==> config.mk <==
export PLATFORM = sky130hd
export DESIGN_NAME = spgr_top
export DESIGN_NICKNAME = d
export VERILOG_FILES = /design/src/hdl/spgr_pkg.sv /design/src/hdl/spgr_sync.sv /design/src/hdl/spgr_top.sv
export SDC_FILE = /design/constraint.sdc
export NUM_CORES = 1
export LEC_CHECK = 0
export BUFFER_PORTS_ARGS = -buffer_cell sky130_fd_sc_hd__buf_4
export CELL_PAD_IN_SITES_DETAIL_PLACEMENT = 0
export CELL_PAD_IN_SITES_GLOBAL_PLACEMENT = 1
export CORE_MARGIN = 4
export CORE_UTILIZATION = 39
export CTS_CLUSTER_DIAMETER = 50
export DETAILED_ROUTE_END_ITERATION = 8
export PLACE_DENSITY_LB_ADDON = 0.12
export SETUP_SLACK_MARGIN = 0.3
export SYNTH_ARGS = -nofsm -noshare
export SYNTH_HDL_FRONTEND = slang
export SYNTH_HIERARCHICAL = 1
export SYNTH_SLANG_ARGS = --single-unit
==> constraint.sdc <==
create_clock -name clk -period 2.5 [get_ports clk]
set_clock_uncertainty 0.2 [all_clocks]
set_input_delay 0.25 -clock clk [delete_from_list [all_inputs] [get_ports clk]]
set_output_delay 0.25 -clock clk [all_outputs]
set_load 0.005 [all_outputs]
==> src/hdl/spgr_pkg.sv <==
// Package: constants, states and state record of the sector protection block
package spgr_pkg;

  // ****************************************************************
  // Geometry and command codes
  // ****************************************************************
  localparam int unsigned SPGR_NUM_SECTORS = 32;
  localparam int unsigned SPGR_SECT_W      = 5;
  localparam int unsigned SPGR_SECT_LSB    = 16;
  localparam int unsigned SPGR_FRAME_BITS  = 32;
  localparam int unsigned SPGR_CNT_W       = 6;
  localparam logic [7:0]  SPGR_OP_RD_PROT  = 8'h3C;
  localparam logic [SPGR_CNT_W-1:0] SPGR_LAST_OP_BIT   = 6'h07;
  localparam logic [SPGR_CNT_W-1:0] SPGR_LAST_ADDR_BIT = 6'h1F;

  // ****************************************************************
  // Status byte fields
  // ****************************************************************
  localparam int unsigned SPGR_SR_LOCK_BIT = 7;
  localparam int unsigned SPGR_SR_GP_HI    = 5;
  localparam int unsigned SPGR_SR_GP_LO    = 2;
  localparam logic [3:0]  SPGR_GP_ALL_ZERO = 4'h0;
  localparam logic [3:0]  SPGR_GP_ALL_ONE  = 4'hF;
  localparam logic [1:0]  SPGR_SUM_NONE    = 2'h0;
  localparam logic [1:0]  SPGR_SUM_SOME    = 2'h1;
  localparam logic [1:0]  SPGR_SUM_ALL     = 2'h3;

  // ****************************************************************
  // Values after reset and synchroniser stage count
  // ****************************************************************
  localparam logic [SPGR_NUM_SECTORS-1:0] SPGR_PROT_RST = 32'hFFFFFFFF;
  localparam logic SPGR_LOCK_RST = 1'b0;
  localparam int unsigned SPGR_SYNC_STAGES = 2;

  // ****************************************************************
  // Serial engine states and state record
  // ****************************************************************
  typedef enum logic [1:0] {
    SPGR_IDLE   = 2'b00,
    SPGR_SHIFT  = 2'b01,
    SPGR_OUT    = 2'b10,
    SPGR_IGNORE = 2'b11
  } spgr_state_type;

  typedef struct packed {
    spgr_state_type              state;
    logic [SPGR_CNT_W-1:0]       cnt;
    logic [SPGR_FRAME_BITS-1:0]  shreg;
    logic [SPGR_NUM_SECTORS-1:0] prot;
    logic                        lock;
    logic                        sck_d;
    logic                        so;
    logic                        so_oe_n;
    logic                        wel_clr;
  } spgr_regs_type;

endpackage : spgr_pkg

==> src/hdl/spgr_sync.sv <==
// Two-flop synchroniser for a group of asynchronous pin inputs
`timescale 1ns/1ps
module spgr_sync
  import spgr_pkg::*;
#(
  parameter int unsigned WIDTH = 4
)
(
  input  wire logic             clk,
  input  wire logic             nrst,
  input  wire logic [WIDTH-1:0] async_in,
  output logic      [WIDTH-1:0] sync_out
);

  logic [WIDTH-1:0] meta_ff;
  logic [WIDTH-1:0] sync_ff;

  initial
  begin
    if (WIDTH < 1)
      $error("spgr_sync: WIDTH must be at least 1");
  end

  // Reset value is all ones so idle-high pins start deasserted
  always_ff @(posedge clk or negedge nrst)
  begin
    if (!nrst)
    begin
      meta_ff <= '1;
      sync_ff <= '1;
    end
    else
    begin
      meta_ff <= async_in;
      sync_ff <= meta_ff;
    end
  end

  assign sync_out = sync_ff;

endmodule : spgr_sync

==> src/hdl/spgr_top.sv <==
// Global protect decode and per-sector protection readback engine
`timescale 1ns/1ps
module spgr_top
  import spgr_pkg::*;
(
  input  wire logic       clk,
  input  wire logic       nrst,
  input  wire logic       cs_n,
  input  wire logic       sck,
  input  wire logic       si,
  input  wire logic       wp_n,
  output logic            so_out,
  output logic            so_oe_n,
  input  wire logic       stat_wr_valid,
  input  wire logic [7:0] stat_wr_data,
  input  wire logic       suspend_active,
  output logic            write_enable_latch_clr,
  output logic            protection_regs_lock_bit,
  output logic [1:0]      software_protection_summary,
  output logic [5:2]      stat_rd_bits,
  output logic [SPGR_NUM_SECTORS-1:0] sector_prot
);

  // ****************************************************************
  // Pin synchronisers
  // ****************************************************************
  logic [3:0] pins_s;
  logic       cs_n_s;
  logic       sck_s;
  logic       si_s;
  logic       wp_n_s;

  spgr_sync #(
    .WIDTH    (4)
  ) u_sync (
    .clk      (clk),
    .nrst     (nrst),
    .async_in ({cs_n, sck, si, wp_n}),
    .sync_out (pins_s)
  );

  assign cs_n_s = pins_s[3];
  assign sck_s  = pins_s[2];
  assign si_s   = pins_s[1];
  assign wp_n_s = pins_s[0];

  // ****************************************************************
  // State record
  // ****************************************************************
  spgr_regs_type r_ff;
  spgr_regs_type nxt_r;

  logic                        sck_rise;
  logic                        sck_fall;
  logic [SPGR_FRAME_BITS-1:0]  shifted;
  logic [3:0]                  gp_field;
  logic [SPGR_SECT_W-1:0]      sect_idx;

  assign sck_rise = sck_s & ~r_ff.sck_d;
  assign sck_fall = ~sck_s & r_ff.sck_d;
  assign shifted  = {r_ff.shreg[SPGR_FRAME_BITS-2:0], si_s};
  assign gp_field = stat_wr_data[SPGR_SR_GP_HI:SPGR_SR_GP_LO];
  assign sect_idx = r_ff.shreg[SPGR_SECT_LSB +: SPGR_SECT_W];

  always_comb
  begin
    nxt_r         = r_ff;
    nxt_r.sck_d   = sck_s;
    nxt_r.wel_clr = 1'b0;

    // ****************************************************************
    // Status byte write decode
    // ****************************************************************
    if (stat_wr_valid)
    begin
      if (r_ff.lock)
      begin
        if (wp_n_s)
          nxt_r.lock = 1'b0;
      end
      else
      begin
        nxt_r.lock = stat_wr_data[SPGR_SR_LOCK_BIT];
        if (gp_field == SPGR_GP_ALL_ZERO)
          nxt_r.prot = '0;
        else if (gp_field == SPGR_GP_ALL_ONE)
        begin
          if (suspend_active)
            nxt_r.wel_clr = 1'b1;
          else
            nxt_r.prot = '1;
        end
      end
    end

    // ****************************************************************
    // Serial readback engine
    // ****************************************************************
    case (r_ff.state)
      SPGR_IDLE:
      begin
        nxt_r.so_oe_n = 1'b1;
        nxt_r.cnt     = '0;
        if (!cs_n_s)
          nxt_r.state = SPGR_SHIFT;
      end
      SPGR_SHIFT:
      begin
        if (sck_rise)
        begin
          nxt_r.shreg = shifted;
          nxt_r.cnt   = r_ff.cnt + 6'h01;
          if (r_ff.cnt == SPGR_LAST_OP_BIT &&
              shifted[7:0] != SPGR_OP_RD_PROT)
            nxt_r.state = SPGR_IGNORE;
          else if (r_ff.cnt == SPGR_LAST_ADDR_BIT)
            nxt_r.state = SPGR_OUT;
        end
      end
      SPGR_OUT:
      begin
        // addressed sector's bit driven on each SCK falling edge, not before the first one
        if (sck_fall)
        begin
          nxt_r.so      = r_ff.prot[sect_idx];
          nxt_r.so_oe_n = 1'b0;
        end
      end
      SPGR_IGNORE:
        nxt_r.so_oe_n = 1'b1;
      default:
        nxt_r.state = SPGR_IDLE;
    endcase

    if (cs_n_s)
    begin
      nxt_r.state   = SPGR_IDLE;
      nxt_r.so_oe_n = 1'b1;
    end
  end

  always_ff @(posedge clk or negedge nrst)
  begin
    if (!nrst)
    begin
      r_ff.state   <= SPGR_IDLE;
      r_ff.cnt     <= '0;
      r_ff.shreg   <= '0;
      r_ff.prot    <= SPGR_PROT_RST;
      r_ff.lock    <= SPGR_LOCK_RST;
      r_ff.sck_d   <= 1'b1;
      r_ff.so      <= 1'b0;
      r_ff.so_oe_n <= 1'b1;
      r_ff.wel_clr <= 1'b0;
    end
    else
    begin
      r_ff <= nxt_r;
    end
  end

  // ****************************************************************
  // Outputs
  // ****************************************************************
  // release at once, not waiting for the register
  assign so_oe_n                  = r_ff.so_oe_n | cs_n_s;
  assign so_out                   = r_ff.so;
  assign write_enable_latch_clr   = r_ff.wel_clr;
  assign protection_regs_lock_bit = r_ff.lock;
  assign sector_prot              = r_ff.prot;

  always_comb
  begin
    if (&r_ff.prot)
      software_protection_summary = SPGR_SUM_ALL;
    else if (|r_ff.prot)
      software_protection_summary = SPGR_SUM_SOME;
    else
      software_protection_summary = SPGR_SUM_NONE;
  end

  // read bits show pin and summary
  assign stat_rd_bits = {1'b0, ~wp_n_s, software_protection_summary};

endmodule : spgr_top

==> results of run 1 <==
-- layout make-up --
cell class / count / share of cell area (%)
tap: 48 / 3.18
clock buffer: 7 / 4.57
multi-input combinational: 58 / 25.9
timing repair buffer: 59 / 24.2
sequential: 29 / 39.1
clock inverter: 1 / 1.59
inverter: 7 / 1.39
-- flip-flops by register name (all words and copies together), names as in the netlist --
name                      count
u_sync/meta_ff                4
sector_prot                   1
so_out                        1
r_ff                         17
u_sync/sync_out               4
protection_regs_lock_bit      1
write_enable_latch_clr        1
-- per-stage QoR --
stage	util [%]	hold WS (ns)	instance area [um2]
after CTS	50.5	0.0587	1890
after global routing	50.5	0.0760	1890
after detailed placement	45.8	-0.00725	1710
after floorplan	-	-0.246	1550
after global placement	45.8	-0.00617	1710
final	50.5	0.0657	1890
-- metal layers --
layer | vias to the layer above | global-route usage (%) | routed length (um)
met5 | - | 0 | 0
met4 | 0 | 5.64 | 48
met3 | 7 | 3.55 | 261
met2 | 41 | 17.0 | 1200
met1 | 455 | 13.5 | 1070
li1 | 480 | - | -
-- worst register-to-register path, cell delays in order (launching register included) --
cell and delay [ns]:
dfrtp_1 0.42, inv_1 0.13, ha_1 0.23, nand3b_4 0.26, o311ai_1 0.38, o41ai_2 0.12
-- power by group through the flow --
stage	Clock, W	Sequential, W	Combinational [W]
3_5_place_dp	0	0.000635	0.000357
2_1_floorplan	0	0.000614	0.000300
6_report	0.000491	0.000626	0.000357
5_1_grt	0.000535	0.000647	0.000388
3_3_place_gp	0	0.000628	0.000358
4_1_cts	0.000511	0.000627	0.000365
-- logic make-up (layout without fill, tap and decap cells) --
| family | after synthesis | in the layout | share of synthesized area (%) |
|---|---|---|---|
| compound gates | 19 | 19 | 8.86 |
| flops | 29 | 29 | 47.6 |
| mux | 9 | 9 | 6.44 |
| xor+xnor | 1 | 1 | 0.564 |
| other cells | 1 | 1 | 0.241 |
| fa+ha+maj | 4 | 4 | 3.22 |
| simple gates | 24 | 24 | 12.2 |
| buf+inv | 47 | 74 | 20.9 |
-- what timing repair did --
action | 4_1_cts | 5_1_grt
hold buffers | 6 | 0
hold endpoints to repair | 34 | 0
buffers inserted | 0 | 0
-- cells in the final DEF (no fill, tap or decap), types with 2 or more instances in the layout --
cell type      netlist  final
nand2_1              2      2
nand4bb_1            2      2
o211ai_1             2      2
a31oi_1              2      2
and4b_1              2      2
dfrtp_1             18     18
clkbuf_8             0      6
buf_4               39     53
dfstp_2             11     11
mux2_1               8      8
dlygate4sd3_1        0      6
nand3_1              5      5
or2_2                2      2
o21ai_1              4      4
ha_1                 4      4
inv_1                7      7
-- final timing paths --
kind,startpoint,to,slack (ns),cells past startpoint
min reg2reg,u_sync/meta_ff[3],u_sync/sync_out[3],0.16,0
max,r_ff[76],r_ff[74],0.64,5
max reg2reg,r_ff[76],r_ff[74],0.64,5
min,stat_wr_data[7],protection_regs_lock_bit,0.07,3
max in group asynchronous,nrst,r_ff[1],1.56,2
min in group asynchronous,nrst,r_ff[40],0.23,2
==> flow_metrics.env, run 1 <==
export IMPL_finalCritPeriodShare_pct=74.5
export IMPL_synth_seq_cells=29
export IMPL_netlist_instances=134
export IMPL_dp_cells=195
export IMPL_grt_max_degree=39
export IMPL_ys_seq_area_share_pct=47.6
export IMPL_syn_nets=154
export IMPL_grt_overflow_total=0
export IMPL_p_sw_share_pct=24.6
export IMPL_rsz0062_at_grt="false"
export IMPL_finalHoldViolCount=0
export IMPL_drcViolationCount=0
export IMPL_fill_cells=331
export IMPL_arrival_ns=1.81
export IMPL_max_stage_delay_ns=0.42
export IMPL_final_cell_count_no_fill=209
export IMPL_grt_use_total_pct=10.9
export IMPL_cts_buffer_depth=2
export IMPL_via_per_inst=4.70
export IMPL_async_flop_share_pct=100
export IMPL_portBuffers=53
export IMPL_cts_tree="built"
export IMPL_ys_top_cells_by_count="39 x buf_4, 18 x dfrtp_1, 11 x dfstp_2"
export IMPL_coreArea_um2=3740
export IMPL_synth_top_cell_area_share_pct=29.0
export IMPL_dieArea_um2=5060
export IMPL_place_ws_ns=0.631
export IMPL_maxCapViolCount=0
export IMPL_drv_slew=0
export IMPL_hpwlAfterDp_mm=1.84
export IMPL_power_total_w=0.00147
export IMPL_ys_top_cells_by_area="dfrtp_1 29%, buf_4 19%, dfstp_2 19%"
export IMPL_area_delta_synth_final_pct=21.7
export IMPL_pin_count=58
export IMPL_p_clk_share_pct=33.3
export IMPL_synth_main_ff_cell="dfrtp_1"
export IMPL_yosysWarningCount=6
export IMPL_finalSetupTns_ns=0
export IMPL_antenna_found_initial=0
export IMPL_pwr_share_comb_pct=24.2
export IMPL_ir_drop_mv=0.384
export IMPL_clock_latency_ns=0.28
export IMPL_setup_worst_path_class="reg2reg"
export IMPL_grt_pass1_vias=957
export IMPL_seq_power_share_pct=42.5
export IMPL_vias=983
export IMPL_syn_avg_cell_area_um2=11.6
export IMPL_crit_family="compound AO/OA/AOI/OAI gates"
export IMPL_drive_gt1_share_pct=47.2
export IMPL_worstHoldPathType="in2reg"
export IMPL_drtAntennaViolNets=0
export IMPL_worst_pin_slew_ns=0.543
export IMPL_required_ns=2.44
export IMPL_die_h_um=71.1
export IMPL_startpoint_type="flip-flop"
export IMPL_power_density_nw_per_um2=780
export IMPL_clk_pin_slew_ns=0.06
export IMPL_setup_slack_ns=0.638
export IMPL_synth_area_leader_cell="dfrtp_1"
export IMPL_regArea_um2=739
export IMPL_ys_types=40
export IMPL_worst_path_buf_inv=1
export IMPL_leakagePower_nw=0.908
export IMPL_syn_area_um2=1550
export IMPL_endpoint_kind="flip-flop"
export IMPL_diodes=0
export IMPL_fin_nets=180
export IMPL_crit_path_max_fanout=20
export IMPL_outcome="finished clean"
export IMPL_htree_levels=2
export IMPL_p_sw_w=0.000362
export IMPL_internal_power_w=0.00111
export IMPL_drtPass1Iterations=4
export IMPL_drtIter0Drc=23
export IMPL_fmax_ghz=0.537
export IMPL_slew_headroom_pct=63.8
export IMPL_start_util_pct=41.5
export IMPL_rows=22
export IMPL_wl_per_cell_um=12.4
export IMPL_cts_made_buffers=5
export IMPL_grt_pass1_wl_mm=4.37
export IMPL_synth_edf_count=0
export IMPL_clockRootBuffer="clkbuf_8"
export IMPL_multiInputGateArea_um2=490
export IMPL_min_period_ns=1.86
export IMPL_crit_chain="inv_1, ha_1, nand3b_4, o311ai_1, o41ai_2"
export IMPL_ctsResizeCount=0
export IMPL_drt_wl_total_mm=2.58
export IMPL_cts_sinks=29
export IMPL_slowest_stage="dfrtp_1"
export IMPL_synth_most_common_cell="buf_4"
export IMPL_gp_congestion=0.706
export IMPL_die_w_um=71.1
export IMPL_finalSetupViolCount=0
(Power assumes the default switching activity.)
==> run 2: changes to the inputs <==
--- a/config.mk
+++ b/config.mk
@@ -5,11 +5,12 @@
 export SDC_FILE = /design/constraint.sdc
 export NUM_CORES = 1
 export LEC_CHECK = 0
+export ABC_AREA = 1
 export BUFFER_PORTS_ARGS = -buffer_cell sky130_fd_sc_hd__buf_4
 export CELL_PAD_IN_SITES_DETAIL_PLACEMENT = 0
 export CELL_PAD_IN_SITES_GLOBAL_PLACEMENT = 1
 export CORE_MARGIN = 4
-export CORE_UTILIZATION = 39
+export CORE_UTILIZATION = 34
 export CTS_CLUSTER_DIAMETER = 50
 export DETAILED_ROUTE_END_ITERATION = 8
 export PLACE_DENSITY_LB_ADDON = 0.12
==> constraint.sdc (replaced) <==
create_clock -name clk -period 1.75 [get_ports clk]
set_clock_uncertainty 0.2 [all_clocks]
set_input_delay 0.175 -clock clk [delete_from_list [all_inputs] [get_ports clk]]
set_output_delay 0.175 -clock clk [all_outputs]
set_load 0.005 [all_outputs]
==> run 2 against run 1 <==
- first-iteration DRC count increased by 83%
- register-to-register slack got worse by 0.41 ns
- synthesized cell count rose by 34%
- sequential share of layout area decreased by 6.0 points
- wire length grew 31%
- critical path depth shrank 3
- total power rose by 44%
- combinational power grew 110%
- sequential power rose by 30%
- sequential cell count unchanged
- largest cell class unchanged
- highest routed layer unchanged
- via count rose by 26%
- design area grew 19%
- largest power group unchanged
- critical path type is now reg2out
==> flow_metrics.env, run 2 <==
export IMPL_outcome="finished clean"
export IMPL_htree_levels=2
export IMPL_grt_use_total_pct=11.2
export IMPL_r2r_setup_slack_ns=0.23
export IMPL_diodes=0
export IMPL_setup_worst_path_class="reg2out"
export IMPL_holdPathStages=3
export IMPL_via_per_inst=4.36
export IMPL_ys_top_cells_by_count="39 x nand2_1, 37 x buf_4, 21 x inv_1"
export IMPL_drv_slew=0
export IMPL_drtIter0Drc=42
export IMPL_ys_top_cells_by_area="dfrtp_1 29%, dfstp_2 19%, buf_4 18%"
export IMPL_yosysWarningCount=6
export IMPL_fmax_ghz=0.644
export IMPL_cts_tree="built"
export IMPL_area_delta_synth_final_pct=43.8
export IMPL_final_cell_count_no_fill=284
export IMPL_regMostFlops="r_ff"
export IMPL_netlist_instances=179
export IMPL_clockRootBuffer="clkbuf_8"
export IMPL_hpwlAfterDp_mm=2.11
export IMPL_r2r_end="r_ff[70]"
export IMPL_cts_made_buffers=5
export IMPL_crit_path_max_fanout=10
export IMPL_finalSetupViolCount=0
export IMPL_ys_types=25
export IMPL_finalSetupTns_ns=0
export IMPL_gp_congestion=0.781
export IMPL_crit_chain="buf_6, buf_4"
export IMPL_synth_main_ff_cell="dfrtp_1"
export IMPL_vias=1239
export IMPL_start_util_pct=35.4
export IMPL_syn_nets=199
export IMPL_startpoint_type="flip-flop"
export IMPL_slowest_stage="dfstp_4"
export IMPL_worst_path_buf_inv=2
export IMPL_pin_count=58
export IMPL_min_to="write_enable_latch_clr"
export IMPL_hp_start="stat_wr_data[4]"
export IMPL_drive_gt1_share_pct=52.2
export IMPL_coreArea_um2=4410
export IMPL_clk_pin_slew_ns=0.06
export IMPL_layout_commonest_cell="buf_4"
export IMPL_maxCapViolCount=0
export IMPL_grt_overflow_total=0
export IMPL_setup_slack_ns=0.197
export IMPL_ys_seq_area_share_pct=47.4
export IMPL_worstHoldPathType="in2reg"
export IMPL_r2r_start="r_ff[75]"
export IMPL_endpoint_kind="output pin"
export IMPL_final_cell_mix="64 x buf_4, 35 x nand2_1, 17 x dfrtp_1"
export IMPL_grt_max_degree=30
export IMPL_async_flop_share_pct=100
export IMPL_reg2reg_depth=6
export IMPL_wl_per_cell_um=11.9
export IMPL_power_density_nw_per_um2=947
export IMPL_largest_reg_flops=17
export IMPL_clock_latency_ns=0.27
export IMPL_max_stage_delay_ns=0.65
export IMPL_synth_seq_cells=29
export IMPL_syn_area_um2=1560
export IMPL_fin_nets=251
export IMPL_antenna_found_initial=0
export IMPL_min_period_ns=1.55
export IMPL_arrival_ns=1.18
export IMPL_drt_wl_total_mm=3.39
export IMPL_synth_most_common_cell="nand2_1"
export IMPL_crit_family="flip-flops"
export IMPL_synth_edf_count=0
export IMPL_die_h_um=75.8
export IMPL_dp_cells=246
export IMPL_die_w_um=75.8
export IMPL_drtAntennaViolNets=0
export IMPL_drtPass1Iterations=4
export IMPL_grt_pass1_wl_mm=4.76
export IMPL_ir_drop_mv=0.488
export IMPL_leakagePower_nw=1.16
export IMPL_cts_sinks=29
export IMPL_rows=24
export IMPL_grt_pass1_vias=1114
export IMPL_synth_top_cell_area_share_pct=28.8
export IMPL_syn_avg_cell_area_um2=8.72
export IMPL_drcViolationCount=0
export IMPL_place_ws_ns=0.246
export IMPL_finalHoldViolCount=0
export IMPL_required_ns=1.37
export IMPL_portBuffers=53
export IMPL_rsz0062_at_grt="true"
export IMPL_finalCritPeriodShare_pct=88.7
export IMPL_dieArea_um2=5740
export IMPL_cts_buffer_depth=2
export IMPL_synth_area_leader_cell="dfrtp_1"
-- run 2: cell families (layout without fill, tap and decap cells) --
kind of cell	after synthesis	in the layout	share of synthesized area, %
fa+ha+maj	4	4	3.21
buf+inv	62	115	24.1
other cells	1	1	0.240
simple gates	63	63	18.3
compound gates	20	20	6.73
flops	29	29	47.4
-- run 2: metrics by stage --
step                      power, W  util, %  cell area (um2)  hold slack (ns)
after floorplan            0.00130        -             1580           -0.321
after global placement     0.00141     39.9             1760          -0.0829
after detailed placement   0.00142     39.9             1760          -0.0783
after CTS                  0.00212     47.0             2080          0.00219
after global routing       0.00228     50.9             2250           0.0259
final                      0.00213     50.9             2250           0.0107
-- run 2: power breakdown --
part           internal, W  total (W)  switching, W
registers         0.000758   0.000813     0.0000549
clock network     0.000320   0.000553      0.000234
logic             0.000462   0.000762      0.000300
-- run 2: metal layers --
metal	vias up	global-route usage [%]	part of all wire [%]
met3	8	3.96	5.3
li1	619	-	-
met1	581	14.1	44
met5	-	0	0
met2	31	17.0	49
met4	0	5.24	1.6
-- run 2: how the worst max path moves through the flow --
| stage | startpoint | endpoint | slack, ns | cells after the start |
|---|---|---|---|---|
| 4_1_cts | sector_prot[30] | sector_prot[25] | 0.19 | 2 |
| 2_1_floorplan | u_sync/sync_out[2] | r_ff[74] | 0.31 | 7 |
| 5_1_grt | sector_prot[30] | sector_prot[9] | 0.15 | 2 |
| 6_report | sector_prot[30] | sector_prot[0] | 0.20 | 2 |
| 3_3_place_gp | r_ff[75] | r_ff[1] | 0.26 | 7 |
| 3_5_place_dp | r_ff[76] | r_ff[74] | 0.25 | 9 |
-- run 2: repair_timing --
item	CTS	global route
pin swaps	0	5
endpoints found under the setup margin	45	47
buffers inserted	11	9
hold buffers	9	0
gates resized for setup	16	29
endpoints found under the hold margin	36	0
cloned	0	1
-- run 2: final cells by class --
| class | count | area [um2] |
|---|---|---|
| Clock buffer | 8 | 90.1 |
| Fill cell | 440 | 2170 |
| Inverter | 23 | 96.3 |
| Multi-Input combinational cell | 88 | 529 |
| Sequential cell | 29 | 744 |
| Tap cell | 52 | 65.1 |
| Timing Repair Buffer | 84 | 721 |
-- run 2: worst reg2reg max path: stages (launching register included) --
cell	delay (ns)
dfrtp_2	0.44
ha_4	0.18
inv_6	0.07
nor2_8	0.04
buf_6	0.12
clkbuf_16	0.14
a22o_1	0.22
